### src/irq_fiq_consts.svh
/*
  Address map, field positions and reset values of the interrupt controller.
  Assumes a 32-bit AHB-Lite address space with word-aligned registers.
*/
`ifndef IRQ_FIQ_CONSTS_SVH
`define IRQ_FIQ_CONSTS_SVH

`define IRQ_MASKED_STATUS_ADDR 32'hffff0000
`define IRQ_RAW_SIGNAL_ADDR 32'hffff0004
`define IRQ_ENABLE_SET_ADDR 32'hffff0008
`define IRQ_ENABLE_CLEAR_ADDR 32'hffff000c
`define SOFTWARE_INTERRUPT_CONTROL_ADDR 32'hffff0010
`define VECTOR_BASE_ADDR 32'hffff0014
`define VECTOR_READBACK_ADDR 32'hffff001c
`define PRIORITY_BASE_ADDR 32'hffff0020
`define NESTING_CONTROL_ADDR 32'hffff0030
`define SERVICE_DONE_ADDR 32'hffff0034
`define FAST_MASKED_STATUS_ADDR 32'hffff0100
`define FAST_RAW_SIGNAL_ADDR 32'hffff0104
`define FAST_ENABLE_SET_ADDR 32'hffff0108
`define FAST_ENABLE_CLEAR_ADDR 32'hffff010c

`define SRC_COUNT 28
`define SWI_IRQ_BIT 1
`define SWI_FAST_BIT 2
`define NEST_IRQ_BIT 0
`define NEST_FAST_BIT 1
`define PRIO_FIELD_MASK 32'h77777777

`define ENABLE_RESET 32'h00000000
`define VECTOR_BASE_RESET 16'h0000
`define SWI_RESET 2'h0
`define NEST_RESET 2'h0

`endif

### src/irq_fiq_pkg.sv
/*
  Types shared by the interrupt controller: bus carriers, bus phase and the
  controller state record. Assumes the constants header is compiled first.
*/
package irq_fiq_pkg;

  typedef struct packed {
    logic hsel;
    logic [31:0] haddr;
    logic [1:0] htrans;
    logic hwrite;
    logic [2:0] hsize;
    logic [31:0] hwdata;
    logic hready;
  } ahb_in_type;

  typedef struct packed {
    logic hreadyout;
    logic hresp;
    logic [31:0] hrdata;
  } ahb_out_type;

  typedef enum logic [2:0] {
    PH_IDLE = 3'b001,
    PH_WRITE = 3'b010,
    PH_READ = 3'b100
  } bus_phase_type;

  typedef struct packed {
    logic [31:0] req_meta;
    logic [31:0] req_sync;
    logic [31:0] irq_en;
    logic [31:0] fiq_en;
    logic [1:0] swi;
    logic [1:0] nest;
    logic [15:0] vbase;
    logic [3:0][31:0] prio;
    logic [7:0] in_service;
    bus_phase_type phase;
    logic [31:0] addr;
    logic [31:0] rdata;
    logic irq_out;
    logic fiq_out;
  } ctl_state_type;

endpackage

### src/irq_fiq_interrupt_controller.sv
/*
  Interrupt controller: peripheral request lines in, normal and fast request
  lines to the core out, registers on an AHB-Lite slave port.
  Assumes one clock, a single slave on the bus (hready is hreadyout), and
  peripheral request lines that may change at any time.
*/
// The AHB-Lite register port was left to the implementer.
`include "irq_fiq_consts.svh"

module irq_fiq_interrupt_controller #(
  parameter int SRC_COUNT = `SRC_COUNT
) (
  // Clock and reset.
  input wire logic hclk,
  input wire logic hresetn,
  // Register bus.
  input wire irq_fiq_pkg::ahb_in_type ahb_i,
  output irq_fiq_pkg::ahb_out_type ahb_o,
  // Peripheral request lines, source 2 upward.
  input wire logic [SRC_COUNT-1:2] periph_irq_req,
  // Request lines to the core.
  output logic irq_req,
  output logic fiq_req
);
  import irq_fiq_pkg::*;

  if (SRC_COUNT < 3 || SRC_COUNT > 32) begin : g_bad_count
    $error("SRC_COUNT must lie between 3 and 32");
  end

  ctl_state_type s_ff;
  ctl_state_type nxt_s;
  logic [31:0] req_in;
  logic [31:0] irq_raw;
  logic [31:0] irq_masked;
  logic [31:0] fast_raw;
  logic [31:0] fast_masked;
  logic [31:1] fast_hi;
  logic fast_or;
  logic [3:0] best_lvl;
  logic [4:0] best_idx;
  logic [3:0] top_isr;
  logic take;
  logic irq_vec_mode;

  // Returns the top priority level and the lowest source number holding it.
  function automatic logic [8:0] pick_source(input logic [31:0] m,
                                             input logic [3:0][31:0] p);
    logic [3:0] lvl;
    logic [3:0] bl;
    logic [4:0] bi;
    bl = 4'h0;
    bi = 5'h00;
    lvl = 4'h0;
    for (int i = 31; i >= 0; i--) begin
      if (m[i]) begin
        if (i == 0) begin
          lvl = 4'h1;
        end else begin
          lvl = {1'b0, p[i / 8][(i % 8) * 4 +: 3]} + 4'h1;
        end
        if (lvl >= bl) begin
          bl = lvl;
          bi = 5'(i);
        end
      end
    end
    return {bl, bi};
  endfunction

  // Returns the highest level now in service, zero when none.
  function automatic logic [3:0] top_level(input logic [7:0] isr);
    logic [3:0] t;
    t = 4'h0;
    for (int i = 0; i < 8; i++) begin
      if (isr[i]) begin
        t = 4'(i + 1);
      end
    end
    return t;
  endfunction

  // Register read multiplexer; unmapped words read as zero.
  function automatic logic [31:0] read_word(input ctl_state_type s,
                                            input logic [31:0] ir,
                                            input logic [31:0] im,
                                            input logic [31:0] fr,
                                            input logic [31:0] fm,
                                            input logic [4:0] vi);
    logic [31:0] d;
    d = 32'h00000000;
    if (s.addr[31:4] == 28'(`PRIORITY_BASE_ADDR >> 4)) begin
      d = s.prio[s.addr[3:2]];
    end else begin
      unique case (s.addr)
        `IRQ_MASKED_STATUS_ADDR: d = im;
        `IRQ_RAW_SIGNAL_ADDR: d = ir;
        `IRQ_ENABLE_SET_ADDR: d = s.irq_en;
        `FAST_MASKED_STATUS_ADDR: d = fm;
        `FAST_RAW_SIGNAL_ADDR: d = fr;
        `FAST_ENABLE_SET_ADDR: d = s.fiq_en;
        `SOFTWARE_INTERRUPT_CONTROL_ADDR: d = {29'h0, s.swi, 1'b0};
        `VECTOR_BASE_ADDR: d = {16'h0000, s.vbase};
        `VECTOR_READBACK_ADDR: d = {9'h000, s.vbase, vi, 2'b00};
        `NESTING_CONTROL_ADDR: d = {30'h0, s.nest};
        default: d = 32'h00000000;
      endcase
    end
    return d;
  endfunction

  // Peripheral lines placed at their source bits.
  always_comb begin
    req_in = 32'h00000000;
    req_in[SRC_COUNT-1:2] = periph_irq_req;
  end

  // Raw and masked words; the software bits skip the mask.
  assign fast_hi = {s_ff.req_sync[31:2] & s_ff.fiq_en[31:2],
                    s_ff.swi[1]};
  assign fast_or = |fast_hi;
  assign fast_masked = {fast_hi, fast_or};
  assign fast_raw = {s_ff.req_sync[31:2], s_ff.swi[1], fast_or};
  assign irq_raw = {s_ff.req_sync[31:2], s_ff.swi[0], fast_or};
  assign irq_masked = {s_ff.req_sync[31:2] & s_ff.irq_en[31:2], s_ff.swi[0],
                       fast_or & s_ff.irq_en[0]};

  assign irq_vec_mode = s_ff.nest[`NEST_IRQ_BIT];
  assign {best_lvl, best_idx} = pick_source(irq_masked, s_ff.prio);
  assign top_isr = top_level(s_ff.in_service);
  assign take = ahb_i.hsel & ahb_i.htrans[1] & ahb_i.hready;

  always_comb begin
    nxt_s = s_ff;
    // Two-stage capture of the request lines.
    nxt_s.req_meta = req_in;
    nxt_s.req_sync = s_ff.req_meta;
    // Without vectored mode the line is a plain OR; with it, only a level
    // above everything in service is signalled.
    if (irq_vec_mode) begin
      nxt_s.irq_out = best_lvl > top_isr;
    end else begin
      nxt_s.irq_out = |irq_masked;
    end
    nxt_s.fiq_out = fast_or;
    unique case (s_ff.phase)
      PH_WRITE: begin
        if (s_ff.addr[31:4] == 28'(`PRIORITY_BASE_ADDR >> 4)) begin
          nxt_s.prio[s_ff.addr[3:2]] =
            ahb_i.hwdata & `PRIO_FIELD_MASK;
        end
        unique case (s_ff.addr)
          `IRQ_ENABLE_SET_ADDR: begin
            nxt_s.irq_en = s_ff.irq_en | ahb_i.hwdata;
            nxt_s.fiq_en = s_ff.fiq_en & ~ahb_i.hwdata;
          end
          `IRQ_ENABLE_CLEAR_ADDR: begin
            nxt_s.irq_en = s_ff.irq_en & ~ahb_i.hwdata;
          end
          `FAST_ENABLE_SET_ADDR: begin
            nxt_s.fiq_en = s_ff.fiq_en | ahb_i.hwdata;
            nxt_s.irq_en = s_ff.irq_en & ~ahb_i.hwdata;
          end
          `FAST_ENABLE_CLEAR_ADDR: begin
            nxt_s.fiq_en = s_ff.fiq_en & ~ahb_i.hwdata;
          end
          `SOFTWARE_INTERRUPT_CONTROL_ADDR: begin
            nxt_s.swi = {ahb_i.hwdata[`SWI_FAST_BIT],
                         ahb_i.hwdata[`SWI_IRQ_BIT]};
          end
          `VECTOR_BASE_ADDR: begin
            nxt_s.vbase = ahb_i.hwdata[15:0];
          end
          `NESTING_CONTROL_ADDR: begin
            nxt_s.nest = ahb_i.hwdata[1:0];
            if (!ahb_i.hwdata[`NEST_IRQ_BIT]) begin
              nxt_s.in_service = 8'h00;
            end
          end
          `SERVICE_DONE_ADDR: begin
            if (top_isr != 4'h0) begin
              nxt_s.in_service[3'(top_isr - 4'h1)] = 1'b0;
            end
          end
          default: begin
          end
        endcase
      end
      PH_READ: begin
        nxt_s.rdata = read_word(s_ff, irq_raw, irq_masked, fast_raw,
                                fast_masked, best_idx);
        // Reading the vector in vectored mode marks its level in service.
        if (s_ff.addr == `VECTOR_READBACK_ADDR && irq_vec_mode &&
            best_lvl != 4'h0) begin
          nxt_s.in_service[3'(best_lvl - 4'h1)] = 1'b1;
        end
      end
      PH_IDLE: begin
      end
      default: begin
        nxt_s.phase = PH_IDLE;
      end
    endcase
    // Reads hold one wait state so the answer comes from a flip-flop.
    if (s_ff.phase == PH_READ) begin
      nxt_s.phase = PH_IDLE;
    end else if (take) begin
      nxt_s.phase = ahb_i.hwrite ? PH_WRITE : PH_READ;
      nxt_s.addr = ahb_i.haddr;
    end else begin
      nxt_s.phase = PH_IDLE;
    end
  end

  always_ff @(posedge hclk or negedge hresetn) begin
    if (!hresetn) begin
      s_ff <= '0;
      s_ff.irq_en <= `ENABLE_RESET;
      s_ff.fiq_en <= `ENABLE_RESET;
      s_ff.swi <= `SWI_RESET;
      s_ff.nest <= `NEST_RESET;
      s_ff.vbase <= `VECTOR_BASE_RESET;
      s_ff.phase <= PH_IDLE;
    end else begin
      s_ff <= nxt_s;
    end
  end

  assign ahb_o.hreadyout = s_ff.phase != PH_READ;
  assign ahb_o.hresp = 1'b0;
  assign ahb_o.hrdata = s_ff.rdata;
  assign irq_req = s_ff.irq_out;
  assign fiq_req = s_ff.fiq_out;

  logic wr_irq_set;
  logic wr_irq_clr;
  logic wr_fast_set;
  logic wr_fast_clr;
  logic wr_swi;
  assign wr_irq_set = s_ff.phase == PH_WRITE &&
                      s_ff.addr == `IRQ_ENABLE_SET_ADDR;
  assign wr_irq_clr = s_ff.phase == PH_WRITE &&
                      s_ff.addr == `IRQ_ENABLE_CLEAR_ADDR;
  assign wr_fast_set = s_ff.phase == PH_WRITE &&
                       s_ff.addr == `FAST_ENABLE_SET_ADDR;
  assign wr_fast_clr = s_ff.phase == PH_WRITE &&
                       s_ff.addr == `FAST_ENABLE_CLEAR_ADDR;
  assign wr_swi = s_ff.phase == PH_WRITE &&
                  s_ff.addr == `SOFTWARE_INTERRUPT_CONTROL_ADDR;
endmodule // irq_fiq_interrupt_controller

### config.mk
export PLATFORM = sky130hd
export DESIGN_NAME = irq_fiq_interrupt_controller
export DESIGN_NICKNAME = d
export VERILOG_FILES = /design/src/irq_fiq_pkg.sv /design/src/irq_fiq_interrupt_controller.sv
export VERILOG_INCLUDE_DIRS = /design/src
export SDC_FILE = /design/constraint.sdc
export NUM_CORES = 1
export LEC_CHECK = 0
export BUFFER_PORTS_ARGS = -buffer_cell sky130_fd_sc_hd__buf_2
export CORE_ASPECT_RATIO = 0.75
export CORE_UTILIZATION = 60
export DETAILED_ROUTE_END_ITERATION = 12
export MAX_ROUTING_LAYER = met4
export PLACE_DENSITY = 0.79
export SYNTH_ARGS = -nofsm -noshare
export SYNTH_HDL_FRONTEND = slang
export SYNTH_SLANG_ARGS = --single-unit
### constraint.sdc
create_clock -name hclk -period 48 [get_ports hclk]
set_input_delay 9.6 -clock hclk [delete_from_list [all_inputs] [get_ports hclk]]
set_output_delay 9.6 -clock hclk [all_outputs]
set_load 0.05 [all_outputs]
==> impl_metrics.env, run 1 <==
export IMPL_status="finished clean"
export IMPL_worstReg2RegEnd="irq_req$_DFF_PN0_"
export IMPL_ys_flop_type="dfrtp_1"
export IMPL_p_per_area_mw_per_mm2=26.8
export IMPL_nets=2555
export IMPL_dr_pass1_iters=9
export IMPL_cp_start_kind="flip-flop"
export IMPL_cts_tree="built"
export IMPL_r2r_start="fast_raw[27]$_DFF_PN0_"
export IMPL_final_cell_mix="nand2_1, dfrtp_1, o21ai_0, nor2_1, mux2_2"
export IMPL_die_w_microns=215
export IMPL_p_leak_nw=10.6
export IMPL_diodes=0
export IMPL_grt_max_degree=102
export IMPL_drc=0
export IMPL_hpwlAfterDp_microns=49800
export IMPL_r2r_slack_ns=2.94
export IMPL_maxCapViolations=0
export IMPL_yosysWarningCount=0
export IMPL_holdPathEnd="fast_raw[12]$_DFF_PN0_"
export IMPL_worstMarginPinSlew_ns=1.03
export IMPL_fin_area_sq_mm=0.0229
export IMPL_io_pins=136
export IMPL_synth_edf_count=0
export IMPL_clockRootBuffer="clkbuf_16"
export IMPL_crit_type="flip-flop to flip-flop"
export IMPL_initial_utilization_pct=61.0
export IMPL_ant_nets=0
export IMPL_grt_pass1_vias=17800
export IMPL_die_h_microns=162
export IMPL_grt_total_usage_pct=40.5
export IMPL_synth_largest_area_cell="dfrtp_1"
export IMPL_vias=19100
export IMPL_setup_viol=0
export IMPL_ys_types=116
export IMPL_max_stage_delay_ns=0.51
export IMPL_core_sq_mm=0.0335
export IMPL_slew_headroom_pct=30.9
export IMPL_htree_levels=1
export IMPL_gp_congestion=0.976
export IMPL_fin_ws_ns=2.94
export IMPL_r2r_cells=245
export IMPL_cp_arrival_ns=45.48
export IMPL_min_path_type="flip-flop to flip-flop"
export IMPL_synth_nets=2442
export IMPL_peakVddDrop_v=0.0000350
export IMPL_syn_area_per_cell_sq_um=9.08
export IMPL_drtIter0Drc=2816
export IMPL_whs_path_depth=0
export IMPL_ys_seq_area_share_pct=37.8
export IMPL_synth_area_sq_mm=0.0205
export IMPL_whs_ns=0.348
export IMPL_numClockSinks=309
export IMPL_rows=58
export IMPL_slowest_stage="or4_1"
export IMPL_period_share_pct=93.9
export IMPL_post_dp_cell_area_sq_mm=0.0214
export IMPL_ys_async_sr_fraction_pct=100
export IMPL_synth_area_leaders="dfrtp_1, nand2_1, mux2_2, ha_1, o21ai_0"
export IMPL_final_common_cell="nand2_1"
export IMPL_crit_fanout=10
export IMPL_die_area_sq_mm=0.0349
export IMPL_cts_path_max_buffers=3
export IMPL_min_period_ns=45.06
export IMPL_fin_skew_ns=0.0162
export IMPL_crit_top_cell="ha_1"
export IMPL_fill_cells=2665
export IMPL_vias_per_cell=6.72
export IMPL_synth_top_area_share_pct=37.7
export IMPL_ys_seq_elements=309
export IMPL_clock_fmax_mhz=22.2
export IMPL_end_kind="flip-flop"
export IMPL_syn_instance_count=2255
export IMPL_critical_path_top_delay_family="compound AO/OA/AOI/OAI gates"
export IMPL_hold_start="nxt_s[301]$_DFF_PN0_"
export IMPL_finalPower_uw=613
export IMPL_cp_buffers_inverters=26
export IMPL_antenna_found_initial=0
export IMPL_io_buffers=130
export IMPL_drive_above_1_share_pct=21.4
export IMPL_worstSkewPairLatency_ns=0.59
export IMPL_grt_pass1_wl_microns=105000
export IMPL_wl_per_cell_microns=24.4
export IMPL_clkTransAtPathRegs_ns=0.06
export IMPL_postRouteWirelength_microns=69300
export IMPL_hold_buffers=0
export IMPL_worst_ep_required_time_ns=48.42
export IMPL_areaGrowthSynthToFinish_pct=11.8
export IMPL_hold_viol_final=0
export IMPL_grt_overflow_total=0
export IMPL_dp_slack_ns=1.01
export IMPL_maxSlewViolCount=0
export IMPL_cts_buffers=31
cell type report:
| cell class | count | area, sq um | area share [%] |
|---|---|---|---|
| well taps | 450 | 563 | 2.46 |
| clock inverters | 20 | 229 | 1.00 |
| flip-flops and latches | 309 | 7730 | 33.8 |
| clock buffers | 37 | 828 | 3.62 |
| repair buffers | 187 | 1090 | 4.76 |
| multi-input cells | 1764 | 12100 | 53.1 |
| inverters | 75 | 282 | 1.23 |
report_power, final:
part	internal, mW	switching (mW)	leakage (nW)
sequential	0.272	0.0155	3.92
clock	0.145	0.112	0.501
combinational	0.0251	0.0431	6.17
total	0.442	0.170	10.6
synthesized netlist by cell type (10+ instances only):
library cell and instances:
ha_1 87, nor2_1 155, o31ai_1 18, a222oi_1 18
o21a_1 14, nand2_1 421, clkbuf_1 58, a221oi_1 18
buf_1 11, a221o_1 21, a21o_1 28, inv_1 73
o21ai_1 17, and3_1 53, nor2b_1 12, o221ai_1 10
nand2b_1 31, o21ai_0 151, nand4_1 12, a21oi_1 108
nand3_1 58, a31oi_1 26, or2_2 12, xnor2_1 19
or3_1 10, mux2i_1 18, mux2_2 135, nor4_1 11
a211oi_1 12, a22oi_1 24, buf_4 33, dfrtp_1 308
nor3b_1 10, and2_1 15, mux4_2 24, xor2_1 21
nor3_1 25
kinds of logic (layout without fill, tap and decap cells):
group / after synthesis / after routing / share of synthesized area, %
flops: 309 / 309 / 37.8
simple gates: 856 / 856 / 19.1
mux: 183 / 183 / 11.3
compound gates: 593 / 593 / 20.5
xor+xnor: 41 / 41 / 1.79
fa+ha+maj: 90 / 90 / 5.47
buf+inv: 182 / 319 / 4.04
other cells: 1 / 1 / 0.0183
layer usage:
metal / global-route usage [%] / up-vias / part of all wire [%]
li1: - / 8478 / -
met1: 55.7 / 9184 / 41
met2: 57.1 / 1212 / 42
met3: 11.2 / 229 / 13
met4: 14.8 / 0 / 4.7
met5: - / - / 0
what timing repair did:
action	CTS	global route
endpoints found under the setup margin	0	14
resized for setup	0	44
setup buffers	0	35
hold endpoints to repair	0	0
how the worst max path moves through the flow:
stage	start	to	slack [ns]	depth (start not counted)
3_3_place_gp	fast_raw[27]$_DFF_PN0_	irq_req$_DFF_PN0_	1.75	243
4_1_cts	fast_raw[27]$_DFF_PN0_	irq_req$_DFF_PN0_	0.63	246
3_5_place_dp	fast_raw[27]$_DFF_PN0_	irq_req$_DFF_PN0_	1.01	248
2_1_floorplan	s_ff[185]$_DFFE_PN0P_	irq_req$_DFF_PN0_	7.54	246
5_1_grt	s_ff[185]$_DFFE_PN0P_	irq_req$_DFF_PN0_	-0.25	253
6_report	fast_raw[27]$_DFF_PN0_	irq_req$_DFF_PN0_	2.94	245
per-stage QoR:
step,TNS (ns),instances,util (%)
finish,0,2842,68.2
global route,-0.365,2842,68.2
CTS,0,2807,66.9
floorplan,0,2255,-
global placement,0,2750,63.7
detailed placement,0,2750,63.7
worst reg2reg max path, delay by kind of cell, from the launching register on:
| kind | cells | cell delay (ns) |
|---|---|---|
| AO/OA/AOI/OAI | 85 | 15.50 |
| flip-flops | 1 | 0.50 |
| AND/OR/NAND/NOR | 83 | 12.58 |
| multiplexers | 21 | 6.60 |
| adder cells (fa/ha/maj) | 30 | 7.63 |
| buffers and inverters | 26 | 2.08 |
Note: power is estimated with default switching activity, not from simulation.
==> run 2: changes to the inputs <==
CTS_BUF_LIST = sky130_fd_sc_hd__clkbuf_4   (was default)
==> run 2 against run 1 <==
Net effect: critical endpoint unchanged; clock skew grew 0.045 ns; die area did not move; setup slack lost 0.047 ns.
==> impl_metrics.env, run 2 (synthesis results as in run 1) <==
export IMPL_final_cell_mix="nand2_1, dfrtp_1, o21ai_0, nor2_1, mux2_2"
export IMPL_gp_congestion=0.976
export IMPL_nets=2605
export IMPL_crit_top_cell="ha_1"
export IMPL_whs_path_depth=0
export IMPL_dp_cells=2750
export IMPL_worstSkewPairLatency_ns=0.80
export IMPL_cts_buffers=80
export IMPL_cp_start_kind="flip-flop"
export IMPL_die_area_sq_mm=0.0349
export IMPL_vias=19500
export IMPL_fill_cells=2691
export IMPL_setup_viol=0
export IMPL_critical_path_top_delay_family="compound AO/OA/AOI/OAI gates"
export IMPL_io_pins=136
export IMPL_clkTransAtPathRegs_ns=0.07
export IMPL_slew_headroom_pct=31.8
export IMPL_grt_total_usage_pct=41.1
export IMPL_maxCapViolations=0
export IMPL_r2r_slack_ns=2.89
export IMPL_cts_tree="built"
export IMPL_period_share_pct=94.0
export IMPL_p_leak_nw=10.7
export IMPL_crit_fanout=10
export IMPL_final_common_cell="nand2_1"
export IMPL_hold_buffers=0
export IMPL_status="finished clean"
export IMPL_drive_above_1_share_pct=23.3
export IMPL_grt_pass1_vias=18400
export IMPL_maxSlewViolCount=0
export IMPL_areaGrowthSynthToFinish_pct=11.8
export IMPL_wl_per_cell_microns=23.8
export IMPL_r2r_cells=249
export IMPL_critPathCapture="irq_req$_DFF_PN0_"
export IMPL_worst_ep_required_time_ns=48.61
export IMPL_grt_overflow_total=0
export IMPL_grt_pass1_wl_microns=106000
export IMPL_drtIter0Drc=2742
export IMPL_hpwlAfterDp_microns=49800
export IMPL_seqCellArea_sq_mm=0.00773
export IMPL_cp_depth=249
export IMPL_die_w_microns=215
export IMPL_end_kind="flip-flop"
export IMPL_clockRootBuffer="clkbuf_4"
export IMPL_hold_viol_final=0
export IMPL_worstReg2RegEnd="irq_req$_DFF_PN0_"
export IMPL_die_h_microns=162
export IMPL_initial_utilization_pct=61.0
export IMPL_dr_pass1_iters=8
export IMPL_post_dp_cell_area_sq_mm=0.0214
export IMPL_final_setup_tns_ns=0
export IMPL_max_stage_delay_ns=0.50
export IMPL_slowest_stage="or4_1"
export IMPL_p_per_area_mw_per_mm2=26.1
export IMPL_io_buffers=130
export IMPL_startpoint="s_ff[185]$_DFFE_PN0P_"
export IMPL_peakVddDrop_v=0.0000306
export IMPL_grt_max_degree=102
export IMPL_cp_buffers_inverters=25
export IMPL_min_period_ns=45.11
export IMPL_drc=0
export IMPL_min_path_type="flip-flop to flip-flop"
export IMPL_crit_type="flip-flop to flip-flop"
export IMPL_multi_input_area_sq_mm=0.0122
export IMPL_rows=58
export IMPL_antenna_found_initial=1
export IMPL_cts_path_max_buffers=3
export IMPL_fin_skew_ns=0.0611
export IMPL_whs_ns=0.344
export IMPL_r2r_start="s_ff[185]$_DFFE_PN0P_"
export IMPL_htree_levels=3
export IMPL_numClockSinks=309
export IMPL_fin_area_sq_mm=0.0229
export IMPL_core_sq_mm=0.0335
export IMPL_stdcell_count=2924
export IMPL_postRouteWirelength_microns=69600
export IMPL_worstMarginPinSlew_ns=1.02
export IMPL_vias_per_cell=6.66
export IMPL_clock_fmax_mhz=22.2
export IMPL_ant_nets=0
export IMPL_cp_arrival_ns=45.72
## run 2: cell types whose count changed in the layout (fill, tap and decap cells not counted), moves of 2 or more
cell,before,now
clkbuf_8,3,0
clkinvlp_4,7,1
clkbuf_1,3,0
clkbuf_16,31,0
clkbuf_4,0,108
clkinv_2,6,4
clkinv_1,1,18
## run 2: worst min-delay path by stage
stage,start,to,slack [ns]
2_1_floorplan,nxt_s[299]$_DFF_PN0_,fast_raw[10]$_DFF_PN0_,0.33
3_3_place_gp,nxt_s[302]$_DFF_PN0_,fast_raw[13]$_DFF_PN0_,0.33
3_5_place_dp,nxt_s[302]$_DFF_PN0_,fast_raw[13]$_DFF_PN0_,0.34
4_1_cts,nxt_s[313]$_DFF_PN0_,fast_raw[24]$_DFF_PN0_,0.35
5_1_grt,nxt_s[302]$_DFF_PN0_,fast_raw[13]$_DFF_PN0_,0.35
6_report,nxt_s[313]$_DFF_PN0_,fast_raw[24]$_DFF_PN0_,0.34
## run 2: report_power, final
group	internal [mW]	total, mW	switching (mW)	leakage [nW]
registers	0.272	0.288	0.0155	3.92
logic	0.0251	0.0681	0.0430	6.18
clock network	0.126	0.243	0.116	0.608
## run 2: final cells by class
type	instances	share of cell area, %
Tap cell	450	2.46
Multi-Input combinational cell	1764	53.1
Clock buffer	108	3.54
Sequential cell	309	33.8
Inverter	75	1.23
Clock inverter	29	1.02
Antenna cell	1	0.0109
Timing Repair Buffer	188	4.79
## run 2: repair_timing
action                     4_1_cts  5_1_grt
setup endpoints to repair        0       14
resized for setup                0       45
buffers inserted                 0       36
## run 2: layer usage
metal	vias to the layer above	routed length [microns]	GRT usage, %
met2	1177	28700	55.8
met3	244	8860	13.0
met1	9421	28600	55.3
met5	-	0	-
li1	8640	-	-
met4	0	3470	19.9
## run 2: stage by stage
step,setup WS (ns),utilization (%),power (mW)
after CTS,0.643,66.8,0.598
after global placement,1.75,63.7,0.355
after floorplan,7.54,-,0.331
after global routing,-0.281,68.2,0.620
after detailed placement,1.01,63.7,0.358
final,2.89,68.2,0.598
